<file path="config.mk">
export PLATFORM = sky130hd
export DESIGN_NAME = acw_wrapper
export DESIGN_NICKNAME = d
export VERILOG_FILES = /design/src/include/acw_pkg.sv /design/src/hw/acw_sync.sv /design/src/hw/acw_wrapper.sv
export SDC_FILE = /design/constraint.sdc
export NUM_CORES = 1
export LEC_CHECK = 0
export BUFFER_PORTS_ARGS = -buffer_cell sky130_fd_sc_hd__buf_2
export CAP_MARGIN = 20
export CORE_MARGIN = 2
export CORE_UTILIZATION = 39
export DETAILED_ROUTE_END_ITERATION = 8
export PLACE_DENSITY = 0.75
export SLEW_MARGIN = 5
export SYNTH_ARGS = -nofsm -noshare
export SYNTH_HDL_FRONTEND = slang
export SYNTH_SLANG_ARGS = --single-unit
</file>
<file path="constraint.sdc">
create_clock -name i_clk_sys -period 1.6 [get_ports i_clk_sys]
set_clock_uncertainty 0.1 [all_clocks]
set_input_delay 0.08 -clock i_clk_sys [delete_from_list [all_inputs] [get_ports i_clk_sys]]
set_output_delay 0.08 -clock i_clk_sys [all_outputs]
set_load 0.1 [all_outputs]
</file>
<file path="src/include/acw_pkg.sv">
// Shared constants and types for the analog comparator wrapper
package acw_pkg;

  localparam int ACW_SYNC_STAGES = 2;

  localparam logic [1:0] ACW_EDGE_FALL_A = 2'h0;
  localparam logic [1:0] ACW_EDGE_RISE = 2'h1;
  localparam logic [1:0] ACW_EDGE_FALL_B = 2'h2;
  localparam logic [1:0] ACW_EDGE_ANY = 2'h3;

  localparam logic ACW_RST_FLAG = 1'b0;
  localparam logic ACW_RST_STATUS = 1'b0;
  localparam logic ACW_RST_PIN = 1'b0;

  typedef enum logic [1:0] {
    ACW_RUN,
    ACW_LIGHT_STOP,
    ACW_DEEP_STOP,
    ACW_DEEPEST_STOP
  } acw_power_t;

  typedef struct packed {
    logic cmp_prev;
    logic en_prev;
    logic flag;
    logic status;
    logic irq;
    logic wake;
    logic res_pin;
    logic res_oe;
    logic cap_in;
    logic ch0_out;
    logic ch0_oe;
    logic ana_en;
    logic ana_lp;
    logic ref_bg;
  } acw_state_t;

endpackage : acw_pkg

</file>
<file path="src/hw/acw_sync.sv">
// Two-stage synchroniser for asynchronous inputs
`timescale 1ns/1ns
module acw_sync
  import acw_pkg::*;
#(
  parameter int WIDTH = 2
) (
  input wire logic i_clk_sys,
  input wire logic i_rst_n,
  input wire logic [WIDTH-1:0] i_async,
  output logic [WIDTH-1:0] o_sync
);

  typedef struct packed {
    logic [WIDTH-1:0] meta;
    logic [WIDTH-1:0] sync;
  } acw_sync_state_t;

  acw_sync_state_t st_reg;
  acw_sync_state_t st_next;

  if (WIDTH < 1) begin : g_bad_width
    $error("acw_sync: WIDTH must be at least 1");
  end

  always_comb begin
    st_next = st_reg;
    st_next.meta = i_async;
    st_next.sync = st_reg.meta;
  end

  always_ff @(posedge i_clk_sys) begin
    if (!i_rst_n) begin
      st_reg <= '0;
    end else begin
      st_reg <= st_next;
    end
  end

  assign o_sync = st_reg.sync;

endmodule : acw_sync

</file>
<file path="src/hw/acw_wrapper.sv">
// Digital control wrapper around the on-chip voltage comparator
//
// Behaviour
// - Result pin drives only with debug pin disabled
// - Capture route feeds comparator into channel zero
// - Capture route removes channel zero pin externally
// - Interrupt on rising, falling or either edge
// - Enabled comparator keeps running in wait
// - Enabled compare event in wait raises wake
// - Comparator disabled in every stop mode
// - No wake-up from any stop mode
// - Deep stops power down, wake at reset
// - Light stop halts clocks, holds registers, low-power
// - No compare or flag during light stop
// - Reset out of light stop restores reset
// - Interrupt exit of light stop resumes state
// - Edge field: 00/10 fall, 01 rise, 11 any
// - Flag set by event, cleared by writing one
// - Status shows output, zero when module disabled
// - Interrupt asserted while flag and enable set in run mode; held low in light stop
`timescale 1ns/1ns
module acw_wrapper
  import acw_pkg::*;
(
  input wire logic i_clk_sys,
  input wire logic i_rst_n,
  input wire logic i_cmp_raw,
  input wire logic i_timer_channel_zero_pin,
  input wire logic i_comparator_module_enable,
  input wire logic i_bandgap_select,
  input wire logic i_bandgap_buffer_enable,
  input wire logic i_compare_irq_enable,
  input wire logic [1:0] i_event_edge_select,
  input wire logic i_flag_clear,
  input wire logic i_output_pin_enable,
  input wire logic i_debug_pin_enable,
  input wire logic i_compare_to_capture_route,
  input wire logic i_timer_ch0_out,
  input wire logic i_timer_ch0_oe,
  input wire logic i_wait_mode,
  input wire acw_power_t i_power_mode,
  output logic o_compare_event_flag,
  output logic o_compare_output_status,
  output logic o_compare_irq,
  output logic o_wake_request,
  output logic o_compare_result_pin,
  output logic o_compare_result_pin_oe,
  output logic o_capture_ch0_in,
  output logic o_timer_channel_zero_pin,
  output logic o_timer_channel_zero_pin_oe,
  output logic o_analog_enable,
  output logic o_analog_low_power,
  output logic o_bandgap_ref_select
);

  ////////////////////////////////////////////////////////////////////////////
  // Reset value and state

  localparam acw_state_t ACW_RESET_STATE = '{
    cmp_prev: 1'b0,
    en_prev: 1'b0,
    flag: ACW_RST_FLAG,
    status: ACW_RST_STATUS,
    irq: 1'b0,
    wake: 1'b0,
    res_pin: ACW_RST_PIN,
    res_oe: 1'b0,
    cap_in: 1'b0,
    ch0_out: 1'b0,
    ch0_oe: 1'b0,
    ana_en: 1'b0,
    ana_lp: 1'b0,
    ref_bg: 1'b0
  };

  acw_state_t st_reg;
  acw_state_t st_next;
  logic [1:0] sync_q;
  logic cmp_s;
  logic pin_s;
  logic run;
  logic en;
  logic rise;
  logic fall;
  logic hit;
  logic cmp_en;

  ////////////////////////////////////////////////////////////////////////////
  // Input synchronisers

  acw_sync #(
    .WIDTH(ACW_SYNC_STAGES)
  ) u_sync (
    .i_clk_sys(i_clk_sys),
    .i_rst_n(i_rst_n),
    .i_async({i_timer_channel_zero_pin, i_cmp_raw}),
    .o_sync(sync_q)
  );

  assign cmp_s = sync_q[0];
  assign pin_s = sync_q[1];

  ////////////////////////////////////////////////////////////////////////////
  // Edge detection

  assign run = (i_power_mode == ACW_RUN);
  assign en = i_comparator_module_enable && run;
  assign cmp_en = cmp_s && en;
  assign rise = cmp_s && !st_reg.cmp_prev;
  assign fall = !cmp_s && st_reg.cmp_prev;

  always_comb begin
    hit = 1'b0;
    unique case (i_event_edge_select)
      ACW_EDGE_FALL_A: hit = fall;
      ACW_EDGE_RISE: hit = rise;
      ACW_EDGE_FALL_B: hit = fall;
      ACW_EDGE_ANY: hit = rise || fall;
    endcase
    hit = hit && en && st_reg.en_prev;
  end

  ////////////////////////////////////////////////////////////////////////////
  // Next state

  always_comb begin
    st_next = st_reg;
    unique case (i_power_mode)
      ACW_DEEP_STOP, ACW_DEEPEST_STOP: begin
        st_next = ACW_RESET_STATE;
      end
      ACW_LIGHT_STOP: begin
        st_next.ana_en = 1'b0;
        st_next.ana_lp = 1'b1;
        st_next.irq = 1'b0;
        st_next.wake = 1'b0;
        st_next.en_prev = 1'b0;
        st_next.res_oe = st_reg.res_oe && !i_debug_pin_enable;
      end
      ACW_RUN: begin
        st_next.cmp_prev = cmp_s;
        st_next.en_prev = en;
        if (hit) begin
          st_next.flag = 1'b1;
        end else if (i_flag_clear) begin
          st_next.flag = 1'b0;
        end
        st_next.status = cmp_en;
        st_next.irq = i_compare_irq_enable && st_next.flag;
        st_next.wake = st_next.irq && i_wait_mode;
        st_next.res_pin = cmp_en;
        st_next.res_oe = en && i_output_pin_enable && !i_debug_pin_enable;
        st_next.cap_in = i_compare_to_capture_route ? cmp_en : pin_s;
        st_next.ch0_out = i_timer_ch0_out;
        st_next.ch0_oe = i_timer_ch0_oe && !i_compare_to_capture_route;
        st_next.ana_en = i_comparator_module_enable;
        st_next.ana_lp = 1'b0;
        st_next.ref_bg = i_bandgap_select && i_bandgap_buffer_enable;
      end
    endcase
  end

  always_ff @(posedge i_clk_sys) begin
    if (!i_rst_n) begin
      st_reg <= ACW_RESET_STATE;
    end else begin
      st_reg <= st_next;
    end
  end

  ////////////////////////////////////////////////////////////////////////////
  // Outputs

  assign o_compare_event_flag = st_reg.flag;
  assign o_compare_output_status = st_reg.status;
  assign o_compare_irq = st_reg.irq;
  assign o_wake_request = st_reg.wake;
  assign o_compare_result_pin = st_reg.res_pin;
  assign o_compare_result_pin_oe = st_reg.res_oe;
  assign o_capture_ch0_in = st_reg.cap_in;
  assign o_timer_channel_zero_pin = st_reg.ch0_out;
  assign o_timer_channel_zero_pin_oe = st_reg.ch0_oe;
  assign o_analog_enable = st_reg.ana_en;
  assign o_analog_low_power = st_reg.ana_lp;
  assign o_bandgap_ref_select = st_reg.ref_bg;
endmodule : acw_wrapper

</file>
Word-level counts from Yosys, hierarchy flattened:

Cells that the tools add are included.

* bits in registers: 18
* input port bits: 19
* output and inout bits: 12
* logic and storage cells: 60

* eq/ne operators: 6
* mux-type cells: 14
* reductions and logical operators: 24

Operators by type and width (count)
* logical AND 1 bit: 13
* equality test 2 bit (second input constant): 4
* one-hot mux 1 bit (2 select lines): 4
* one-hot mux 2 bit (2 select lines): 2
* one-hot mux 1 bit (3 select lines): 2
* one-hot mux 2 bit (3 select lines): 1
* one-hot mux 3 bit (2 select lines): 1
* equality test 2 x 1 -> 1 bit (second input constant): 2
* logical NOT 1 bit: 4
* logical NOT 2 bit: 2
* 2-to-1 mux 1 bit: 4
* OR reduction 2 bit: 2
* OR reduction 3 bit: 1
* nonzero test 2 bit: 1
* logical OR 1 bit: 1

Longest topological paths before layout:

Gate-level depths: netlist of the first run.

* depth after elaboration: 11
* depth in mapped cells: 5

Cells and area by module:

From an unflattened synthesis of the first run, not the netlist that was laid out.

* cells, all modules: 67
* area, all modules: 648.1 sq um

By module, submodules not included
* acw_wrapper: instances 1, cells an instance 59, area each 543.0 sq um, seq. area each 260.2 sq um
* acw_sync: instances 1, cells an instance 8, area each 105.1 sq um, seq. area each 80.1 sq um

Least setup slack after synthesis of the first run:

No wires, ideal clock.

* kind: register to register
* start: register st_reg[13] in the netlist's numbering
* end: register st_reg (netlist bit o_compare_irq)
* data arrival time: 1.432 ns
* data required time: 1.397 ns
* slack: -0.036 ns
* stages on the path, launching flop included: 6
* cell sequence: dfxtp_1 -> inv_1 -> ha_1 -> nand2b_1 -> a311o_1 -> a2111oi_2

* word-level cells in the longest chain between the ends: 10
* elaborated cells between the ends (all ways): 11
* those cells by class: mux (4); reduce/logical (7)

Ends and longest elaborated chain
* start, declared: line acw_wrapper.sv:76 `acw_state_t st_reg;`
* start signal, assigned: line acw_wrapper.sv:167 `st_reg <= st_next;`
* logical NOT 1 bit: line acw_wrapper.sv:109 `assign rise = cmp_s && !st_reg.cmp_prev;`
* logical AND 1 bit: line acw_wrapper.sv:109
* logical OR 1 bit: line acw_wrapper.sv:118 `ACW_EDGE_ANY: hit = rise || fall;`
* one-hot mux 1 bit (3 select lines) *: line acw_wrapper.sv:114 `unique case (i_event_edge_select)`
* logical AND 1 bit * (2 in series): line acw_wrapper.sv:120 `hit = hit && en && st_reg.en_prev;`
* 2-to-1 mux 1 bit *: line acw_wrapper.sv:143 `if (hit) begin`
* 2-to-1 mux 1 bit *: line acw_wrapper.sv:128 `unique case (i_power_mode)`
* logical AND 1 bit *: line acw_wrapper.sv:149 `st_next.irq = i_compare_irq_enable && st_next.flag;`
* one-hot mux 2 bit (2 select lines) *: line acw_wrapper.sv:128

Every way passes the cells marked *; elsewhere a longest branch is shown, timed or not. The select of a mux whose other input is x is not followed.
A chain may end at the register's enable or synchronous reset.

Worst setup path in the final report of the first run:

Ends and elaborated chain as after synthesis.

==> results of run 1 <==
-- cells in the final DEF (no fill, tap or decap), drive strengths merged --
cell type | Yosys | layout
nand4 | 1 | 1
nand3 | 3 | 3
clkinv | 0 | 1
ha | 2 | 2
o21ai | 2 | 2
inv | 5 | 5
nand4bb | 1 | 1
mux2i | 2 | 2
a211oi | 1 | 1
buf | 1 | 34
clkbuf | 2 | 3
and3 | 3 | 3
nor2b | 2 | 2
nand2 | 5 | 5
a311o | 1 | 1
a2111oi | 1 | 1
and2 | 4 | 4
dfxtp | 17 | 17
nand2b | 3 | 3
nor3b | 1 | 1
nor2 | 5 | 5
dlygate4sd3 | 0 | 13
a21oi | 6 | 6
-- power by group through the flow --
stage | Combinational [mW] | Clock (mW) | Sequential [mW]
finish | 0.128 | 0.229 | 0.436
global route | 0.135 | 0.261 | 0.438
CTS | 0.126 | 0.236 | 0.436
detailed placement | 0.0998 | 0 | 0.445
global placement | 0.0985 | 0 | 0.445
floorplan | 0.0299 | 0 | 0.477
-- worst max path at each step --
| stage | cells past startpoint | slack, ps | end |
|---|---|---|---|
| 3_3_place_gp | 5 | 30 | o_compare_irq |
| 4_1_cts | 5 | 20 | o_compare_irq |
| 6_report | 5 | 30 | o_compare_irq |
| 3_5_place_dp | 5 | -70 | o_compare_irq |
| 2_1_floorplan | 5 | 10 | o_compare_irq |
| 5_1_grt | 5 | -40 | o_compare_irq |
-- synth_stat cells (all sizes together) --
master   instances
a21oi            6
a211oi           1
clkbuf           2
dfxtp           17
mux2i            2
a311o            1
nand2            5
ha               2
nand2b           3
a2111oi          1
and2             4
nand4bb          1
nor2             5
nand4            1
o21ai            2
buf              1
inv              5
nor2b            2
and3             3
nor3b            1
nand3            3
-- kinds of logic after synthesis --
kind of cell               after synthesis  share of synthesized area
DFF                                     17                      0.528
adders and majority gates                2                     0.0388
and+or+nand+nor                         28                      0.237
AOI/OAI and AO/OA                       11                      0.113
muxes                                    2                     0.0311
buffers and inverters                    8                     0.0524
-- worst reg2reg max path, stage by stage (launching register included) --
cell and delay [ps]:
dfxtp_2 340, inv_2 40, ha_4 200, nand2b_4 130, a311o_1 360, a2111oi_4 310
-- what timing repair did --
action	4_1_cts	5_1_grt
gates resized for setup	6	0
pin swaps	3	0
gates cloned	0	0
hold buffers	13	0
endpoints found under the hold margin	12	0
endpoints found under the setup margin	1	1
-- layout make-up --
class	count	share of cell area
clock inverter	1	0.00489
timing repair buffer	47	0.303
multi-input combinational	43	0.296
clock buffer	3	0.0220
inverter	5	0.0183
tap	16	0.0196
sequential	17	0.336
-- per-layer routing --
| metal | vias up | part of all wire | global-route usage |
|---|---|---|---|
| met3 | 4 | 0.046 | 0.0490 |
| met1 | 290 | 0.39 | 0.178 |
| met5 | - | 0 | 0 |
| met4 | 0 | 0.013 | 0.109 |
| li1 | 326 | - | - |
| met2 | 16 | 0.55 | 0.322 |
==> reports/metrics.yaml, run 1 <==
run_status: "complete, no violations"
initial_utilization: 0.423
report.power.total_uw: 793
register_area_um2: 344
antenna_cells_inserted: 0
hold-worst-slack_ps: 26.6
layout_overhead_on_the_synthesized_area_pct: 58.8
netlist_top_cells_area: "dfxtp_1 (53%), a21oi_1 (4.7%), and2_1 (3.9%)"
fin_area_um2: 1020
path_buf_inv: 1
combPwrFrac: 0.161
timing.reg2reg.setup_slack_ps: 30
critPathMaxFanout: 2
finalCoreUtilization: 0.672
maxCapViolations: 0
post_synth_num_cell_types: 21
clock_tree.htree_level_count: 1
setup_violations: 0
worst_hold_path.num_cells: 4
finalNetCount: 138
cts.repair_timing.setup_buffer_count: 0
required_ps: 1700
globalplace.congestion: 0.725
antenna_violations_before_repair: 0
crit-reg2reg-launch: "st_reg[13]"
tritoncts: "done"
critical_path_max_stage_delay_ps: 360
proportion_of_synthesized_chip_area_in_sequential_cells: 0.528
initialDrtViolationCount: 5
synth.net_count: 89
cts-root-to-sink-buffers: 2
synth_top_cell_area_share: 0.528
grt.overflow.total: 0
final_instance_count_excl_fillers: 132
timing.critical_path.cells: "inv_2 -> ha_4 -> nand2b_4 -> a311o_1 -> a2111oi_4"
io_pins: 31
vias: 636
yosysTopAreaCell: "dfxtp_1"
groute.usage.overall: 0.178
core_region_area_um2: 1520
dpl_cell_area_um2: 831
setup-tns-final_ps: 0
buffer_ports.inserted: 30
power_switching_share: 0.267
drt-vias-per-instance: 4.82
clock_network_power_share: 0.289
critPathTopFamily: "compound AO/OA/AOI/OAI gates"
cts-buffers-inserted: 3
global_route_wire_length_before_repair_um: 2440
floorplan.die.height_um: 44.6
worst_r2r_path_depth: 5
fmax_ghz: 0.639
placement.setup.worst_slack_ps: -69.5
cp_startpoint_kind: "flop"
width_of_the_chip_um: 44.6
synthesis.area_per_instance_um2: 9.48
place.detailed.hpwl_um: 1010
numPlacedInstances: 115
crit_arrival_ps: 1660
multi_input_comb_area_um2: 303
drtAntennaViolNets: 0
seq_power_share: 0.550
timing.hold.worst.class: "in -> reg"
slew_violations: 0
first_global_vias: 586
period_share: 0.979
powerDensity_nw_per_um2: 775
layout-drive-gt1-share: 0.388
irDropWorstVdd_v: 0.000477
p_leak_nw: 0.482
yosys_register_bits: 17
crit_type: "reg -> reg"
hold-path-endpoint: "o_wake_request"
hold_start: "i_flag_clear"
synthesis.instances: 68
dieArea_um2: 1990
clkSlewWorstSetupHoldPaths_ps: 100
period_minus_slack_ps: 1570
filler_cell_count: 141
row_count: 14
drc: 0
worst_slew_margin_rel: 0.676
r2r_end: "o_compare_irq"
tightestPinTransition_ps: 490
timing.final.hold_violations: 0
synth.yosys.warnings: 0
p_int_uw: 581
first_pass_iters: 4
grt_setup_unrepaired: "true"
finalWirelength_um: 1600
routed_wire_length_per_instance_um: 12.1
setup_ws_ps: 34.3
syn_area_um2: 644
cpMaxStageDelayCell: "a311o_1"
crit_path_start: "st_reg[13]"
cts_root_buffer: "clkbuf_4"
insertion_delay_ps: 280
number_of_sinks_driven_by_the_clock_tree: 17
maximum_number_of_pins_on_one_net_before_global_route_repair: 12
sw_power_uw: 212
worstSetupEndpointType: "flop"
Note: power is estimated with default switching activity, not from simulation.
==> inputs of run 2 (changes only) <==
SYNTH_HIERARCHICAL = 1   (was not set)
==> reports/metrics.yaml, run 2 <==
run_status: "complete, no violations"
core_region_area_um2: 1520
routed_wire_length_per_instance_um: 12.3
timing.reg2reg.setup_slack_ps: 20
synth_top_cell_area_share: 0.525
irDropWorstVdd_v: 0.000435
dieArea_um2: 2000
most_common_library_cell_in_the_layout_ignoring_fill_and_taps: "buf_2"
crit_arrival_ps: 1660
final_cell_mix: "buf_2 (30), dfxtp_1 (14), dlygate4sd3_1 (13)"
floorplan.die.height_um: 44.8
synthesis.instances: 67
postSynth.asyncResetShare: 0
timing.hold.worst.class: "in -> reg"
clock_tree.htree_level_count: 1
groute.usage.overall: 0.172
report.power.total_uw: 792
synth.yosys.warnings: 6
drtAntennaViolNets: 0
grt_setup_unrepaired: "true"
seq_power_share: 0.552
place.detailed.hpwl_um: 986
worstSetupEndpointType: "flop"
io_pins: 31
placement.setup.worst_slack_ps: -56.2
post_synth_num_cell_types: 21
r2r_end: "o_wake_request"
antenna_violations_before_repair: 0
powerDensity_nw_per_um2: 773
yosysTopAreaCell: "dfxtp_1"
crit-reg2reg-launch: "u_sync/o_sync[0]"
insertion_delay_ps: 280
yosys_register_bits: 17
maxCapViolations: 0
number_of_sinks_driven_by_the_clock_tree: 17
required_ps: 1680
finalCoreUtilization: 0.672
clkSlewWorstSetupHoldPaths_ps: 100
finalWirelength_um: 1610
layout_overhead_on_the_synthesized_area_pct: 58.1
crit_type: "reg -> reg"
buffer_ports.inserted: 30
cp_startpoint_kind: "flop"
row_count: 14
cts_root_buffer: "clkbuf_4"
syn_area_um2: 648
initialDrtViolationCount: 2
hold-worst-slack_ps: 27.5
synthFlopType: "dfxtp_1"
dpl_cell_area_um2: 827
crit_path_start: "u_sync/o_sync[0]"
fmax_ghz: 0.635
sw_power_uw: 204
drt-vias-per-instance: 4.73
clock_network_power_share: 0.284
p_int_uw: 587
netlist_top_cells_area: "dfxtp_1 (53%), a2111oi_2 (4.6%), a21oi_1 (3.9%)"
initial_utilization: 0.425
synth.net_count: 88
cts-buffers-inserted: 3
critPathMaxFanout: 3
period_share: 0.984
finalNetCount: 137
slew_violations: 0
setup_ws_ps: 24.9
drc: 0
tightestPinTransition_ps: 560
antenna_cells_inserted: 0
worst_r2r_path_depth: 4
synthesis.area_per_instance_um2: 9.67
globalplace.congestion: 0.679
global_route_wire_length_before_repair_um: 2430
proportion_of_synthesized_chip_area_in_sequential_cells: 0.525
timing.final.hold_violations: 0
yosysMostFrequentCell: "dfxtp_1"
critPathCapture: "o_wake_request"
number_of_enable_flip_flop_cells_after_synthesis: 0
setup_violations: 0
period_minus_slack_ps: 1580
p_leak_nw: 0.474
first_pass_iters: 4
combPwrFrac: 0.165
first_global_vias: 603
tritoncts: "done"
worst_slew_margin_rel: 0.627
cts-root-to-sink-buffers: 2
width_of_the_chip_um: 44.8
power_switching_share: 0.258
vias: 620
ys_top_cells_by_count: "dfxtp_1 (17), nand2_1 (6), a21oi_1 (5), inv_1 (5), nor2_1 (5)"
grt.overflow.total: 0
fin_area_um2: 1020
maximum_number_of_pins_on_one_net_before_global_route_repair: 14
layout-drive-gt1-share: 0.417
-- run 2: changes by cell type in the layout (fill, tap and decap cells not counted), sizes merged --
cell,before,now
nand4,1,0
clkbuf,3,4
clkinv,1,0
a21oi,6,5
nor3b,1,3
a2111oi,1,2
nand2,5,6
and3,3,1
nor2b,2,1
-- run 2: critical path, stage by stage, from the launching register on --
cell and delay [ps]:
dfxtp_2 350, ha_4 230, nand2b_4 120, a311o_1 370, a2111oi_2 310
-- run 2: stage by stage --
| stage | TNS [ps] | instances |
|---|---|---|
| final | 0 | 131 |
| after global routing | -102 | 131 |
| after CTS | 0 | 131 |
| after detailed placement | -103 | 113 |
| after global placement | -2.58 | 113 |
| after floorplan | 0 | 67 |
-- run 2: cells by family after synthesis --
kind of cell,share of synthesized area
mux,0.0309
fa+ha+maj,0.0386
simple gates,0.226
flops,0.525
buf+inv,0.0521
compound gates,0.127
-- run 2: final cells by class --
class | count | area [um2]
Multi-Input combinational cell | 42 | 302
Tap cell | 16 | 20.0
Inverter | 5 | 18.8
Clock buffer | 4 | 26.3
Fill cell | 132 | 499
Sequential cell | 17 | 344
Timing Repair Buffer | 47 | 314
-- run 2: how the worst min path moves through the flow --
stage	cells past startpoint	slack, ps	end	start
6_report	4	30	o_compare_irq	i_flag_clear
5_1_grt	4	30	o_timer_channel_zero_pin_oe	i_compare_to_capture_route
4_1_cts	4	20	o_timer_channel_zero_pin_oe	i_compare_to_capture_route
3_5_place_dp	2	150	o_compare_result_pin_oe	i_debug_pin_enable
3_3_place_gp	2	140	o_compare_result_pin_oe	i_debug_pin_enable
2_1_floorplan	1	60	o_compare_irq	i_power_mode[0]
-- run 2: per-layer routing --
metal	wire (um)	global-route usage	part of all wire
met5	0	0	0
met4	9	0.0909	0.0056
met3	96	0.0360	0.059
met2	878	0.333	0.54
met1	630	0.165	0.39
-- run 2: timing repair --
item	CTS	global route
resized for setup	8	1
hold buffers	13	0
pin swaps	4	2
cloned	0	0
endpoints found under the hold margin	12	0
setup endpoints to repair	2	2
setup buffers	1	0
-- run 2: power groups by stage --
stage | clock (mW) | sequential (mW) | combinational (mW)
3_3_place_gp | 0 | 0.445 | 0.0991
5_1_grt | 0.247 | 0.438 | 0.139
6_report | 0.225 | 0.437 | 0.130
2_1_floorplan | 0 | 0.477 | 0.0309
4_1_cts | 0.234 | 0.437 | 0.128
3_5_place_dp | 0 | 0.446 | 0.101
==> inputs of run 3 (changes only) <==
SETUP_SLACK_MARGIN = 0.3   (was not set)
==> reports/metrics.yaml, run 3 (same netlist as run 2, synthesis figures left out) <==
global_route_wire_length_before_repair_um: 2260
worst_hold_path.num_cells: 4
p_leak_nw: 0.459
finalWirelength_um: 1450
required_ps: 1690
run_status: "complete, no violations"
final_cell_mix: "buf_2 (30), dlygate4sd3_1 (11), dfxtp_2 (9)"
first_pass_iters: 3
finalNetCount: 134
fmax_ghz: 0.627
antenna_cells_inserted: 0
worst_slew_margin_rel: 0.642
row_count: 14
irDropWorstVdd_v: 0.000496
finalCoreUtilization: 0.656
maximum_number_of_pins_on_one_net_before_global_route_repair: 14
global_route.peak_usage_layer: "met2"
tritoncts: "done"
timing.reg2reg.setup_slack_ps: 6
clock_tree.htree_level_count: 1
period_minus_slack_ps: 1590
crit_type: "reg -> reg"
global_route_track_usage_on_met1: 0.167
vias: 597
r2r_end: "o_wake_request"
drc: 0
setup-tns-final_ps: 0
insertion_delay_ps: 280
globalplace.congestion: 0.676
hold_start: "i_compare_to_capture_route"
grt.overflow.total: 0
most_common_library_cell_in_the_layout_ignoring_fill_and_taps: "buf_2"
report.power.total_uw: 781
crit-reg2reg-launch: "st_reg[13]"
hold-path-endpoint: "o_timer_channel_zero_pin_oe"
cts-buffers-inserted: 3
gr-usage-met2: 0.296
core_region_area_um2: 1520
setup_violations: 0
tightestPinTransition_ps: 537
period_share: 0.996
crit_arrival_ps: 1680
worstSetupEndpointType: "flop"
groute.usage.overall: 0.159
buffer_ports.inserted: 30
cp_startpoint_kind: "flop"
timing.hold.worst.class: "in -> reg"
io_pins: 31
cts_root_buffer: "clkbuf_4"
first_global_vias: 557
critPathMaxFanout: 3
drt-vias-per-instance: 4.66
routed_wire_length_per_instance_um: 11.4
slew_violations: 0
antenna_violations_before_repair: 0
grt.met3_usage: 0.0600
maxCapViolations: 0
hold-worst-slack_ps: 31.5
initial_utilization: 0.425
worst_r2r_path_depth: 5
timing.final.hold_violations: 0
layout_overhead_on_the_synthesized_area_pct: 54.2
final_instance_count_excl_fillers: 128
cts-root-to-sink-buffers: 2
dieArea_um2: 2000
number_of_sinks_driven_by_the_clock_tree: 17
clkSlewWorstSetupHoldPaths_ps: 90
powerDensity_nw_per_um2: 781
initialDrtViolationCount: 1
grt_setup_unrepaired: "true"
floorplan.die.height_um: 44.8
width_of_the_chip_um: 44.8
layout-drive-gt1-share: 0.464
numPlacedInstances: 112
drtAntennaViolNets: 0
place.detailed.hpwl_um: 916
==> run 3: report_power, final <==
group          switching (mW)  internal, mW
Combinational          0.0706        0.0547
Clock                   0.122        0.0968
Sequential            0.00360         0.433
==> run 3: area by class of cell <==
type | instances | area [um2]
Inverter | 5 | 18.8
Tap cell | 16 | 20.0
Fill cell | 128 | 524
Timing Repair Buffer | 44 | 287
Clock buffer | 4 | 26.3
Sequential cell | 17 | 352
Multi-Input combinational cell | 42 | 297
==> run 3: worst max path at each step <==
stage,start,to,cells after the start
2_1_floorplan,st_reg[13],o_compare_irq,5
3_3_place_gp,st_reg[13],o_wake_request,5
3_5_place_dp,st_reg[13],o_compare_irq,5
4_1_cts,st_reg[13],o_compare_irq,5
5_1_grt,st_reg[13],o_wake_request,5
6_report,st_reg[13],o_wake_request,5
==> run 3: worst max-delay path, cell delays in order (launching register included) <==
cell	delay, ps
dfxtp_2	340
inv_2	40
ha_4	220
nand2b_4	120
a311o_1	320
a2111oi_2	360
==> run 3: repair_timing <==
action	CTS	global route
buffers inserted	1	0
hold buffers	11	0
hold endpoints to repair	12	0
setup endpoints to repair	3	3
pin swaps	1	2
resized for setup	1	6
==> run 3: stage by stage <==
| stage | area, um2 | setup WS [ps] |
|---|---|---|
| 5_1_grt | 1000 | -78.2 |
| 3_3_place_gp | 828 | 37.4 |
| 2_1_floorplan | 658 | 72.8 |
| 4_1_cts | 972 | -14.9 |
| 6_report | 1000 | 5.62 |
| 3_5_place_dp | 828 | -14.4 |
==> run 3: per-layer routing <==
| metal | vias up | wire length (um) |
|---|---|---|
| li1 | 314 | - |
| met1 | 261 | 566 |
| met2 | 20 | 777 |
| met3 | 2 | 101 |
| met4 | 0 | 9 |
| met5 | - | 0 |
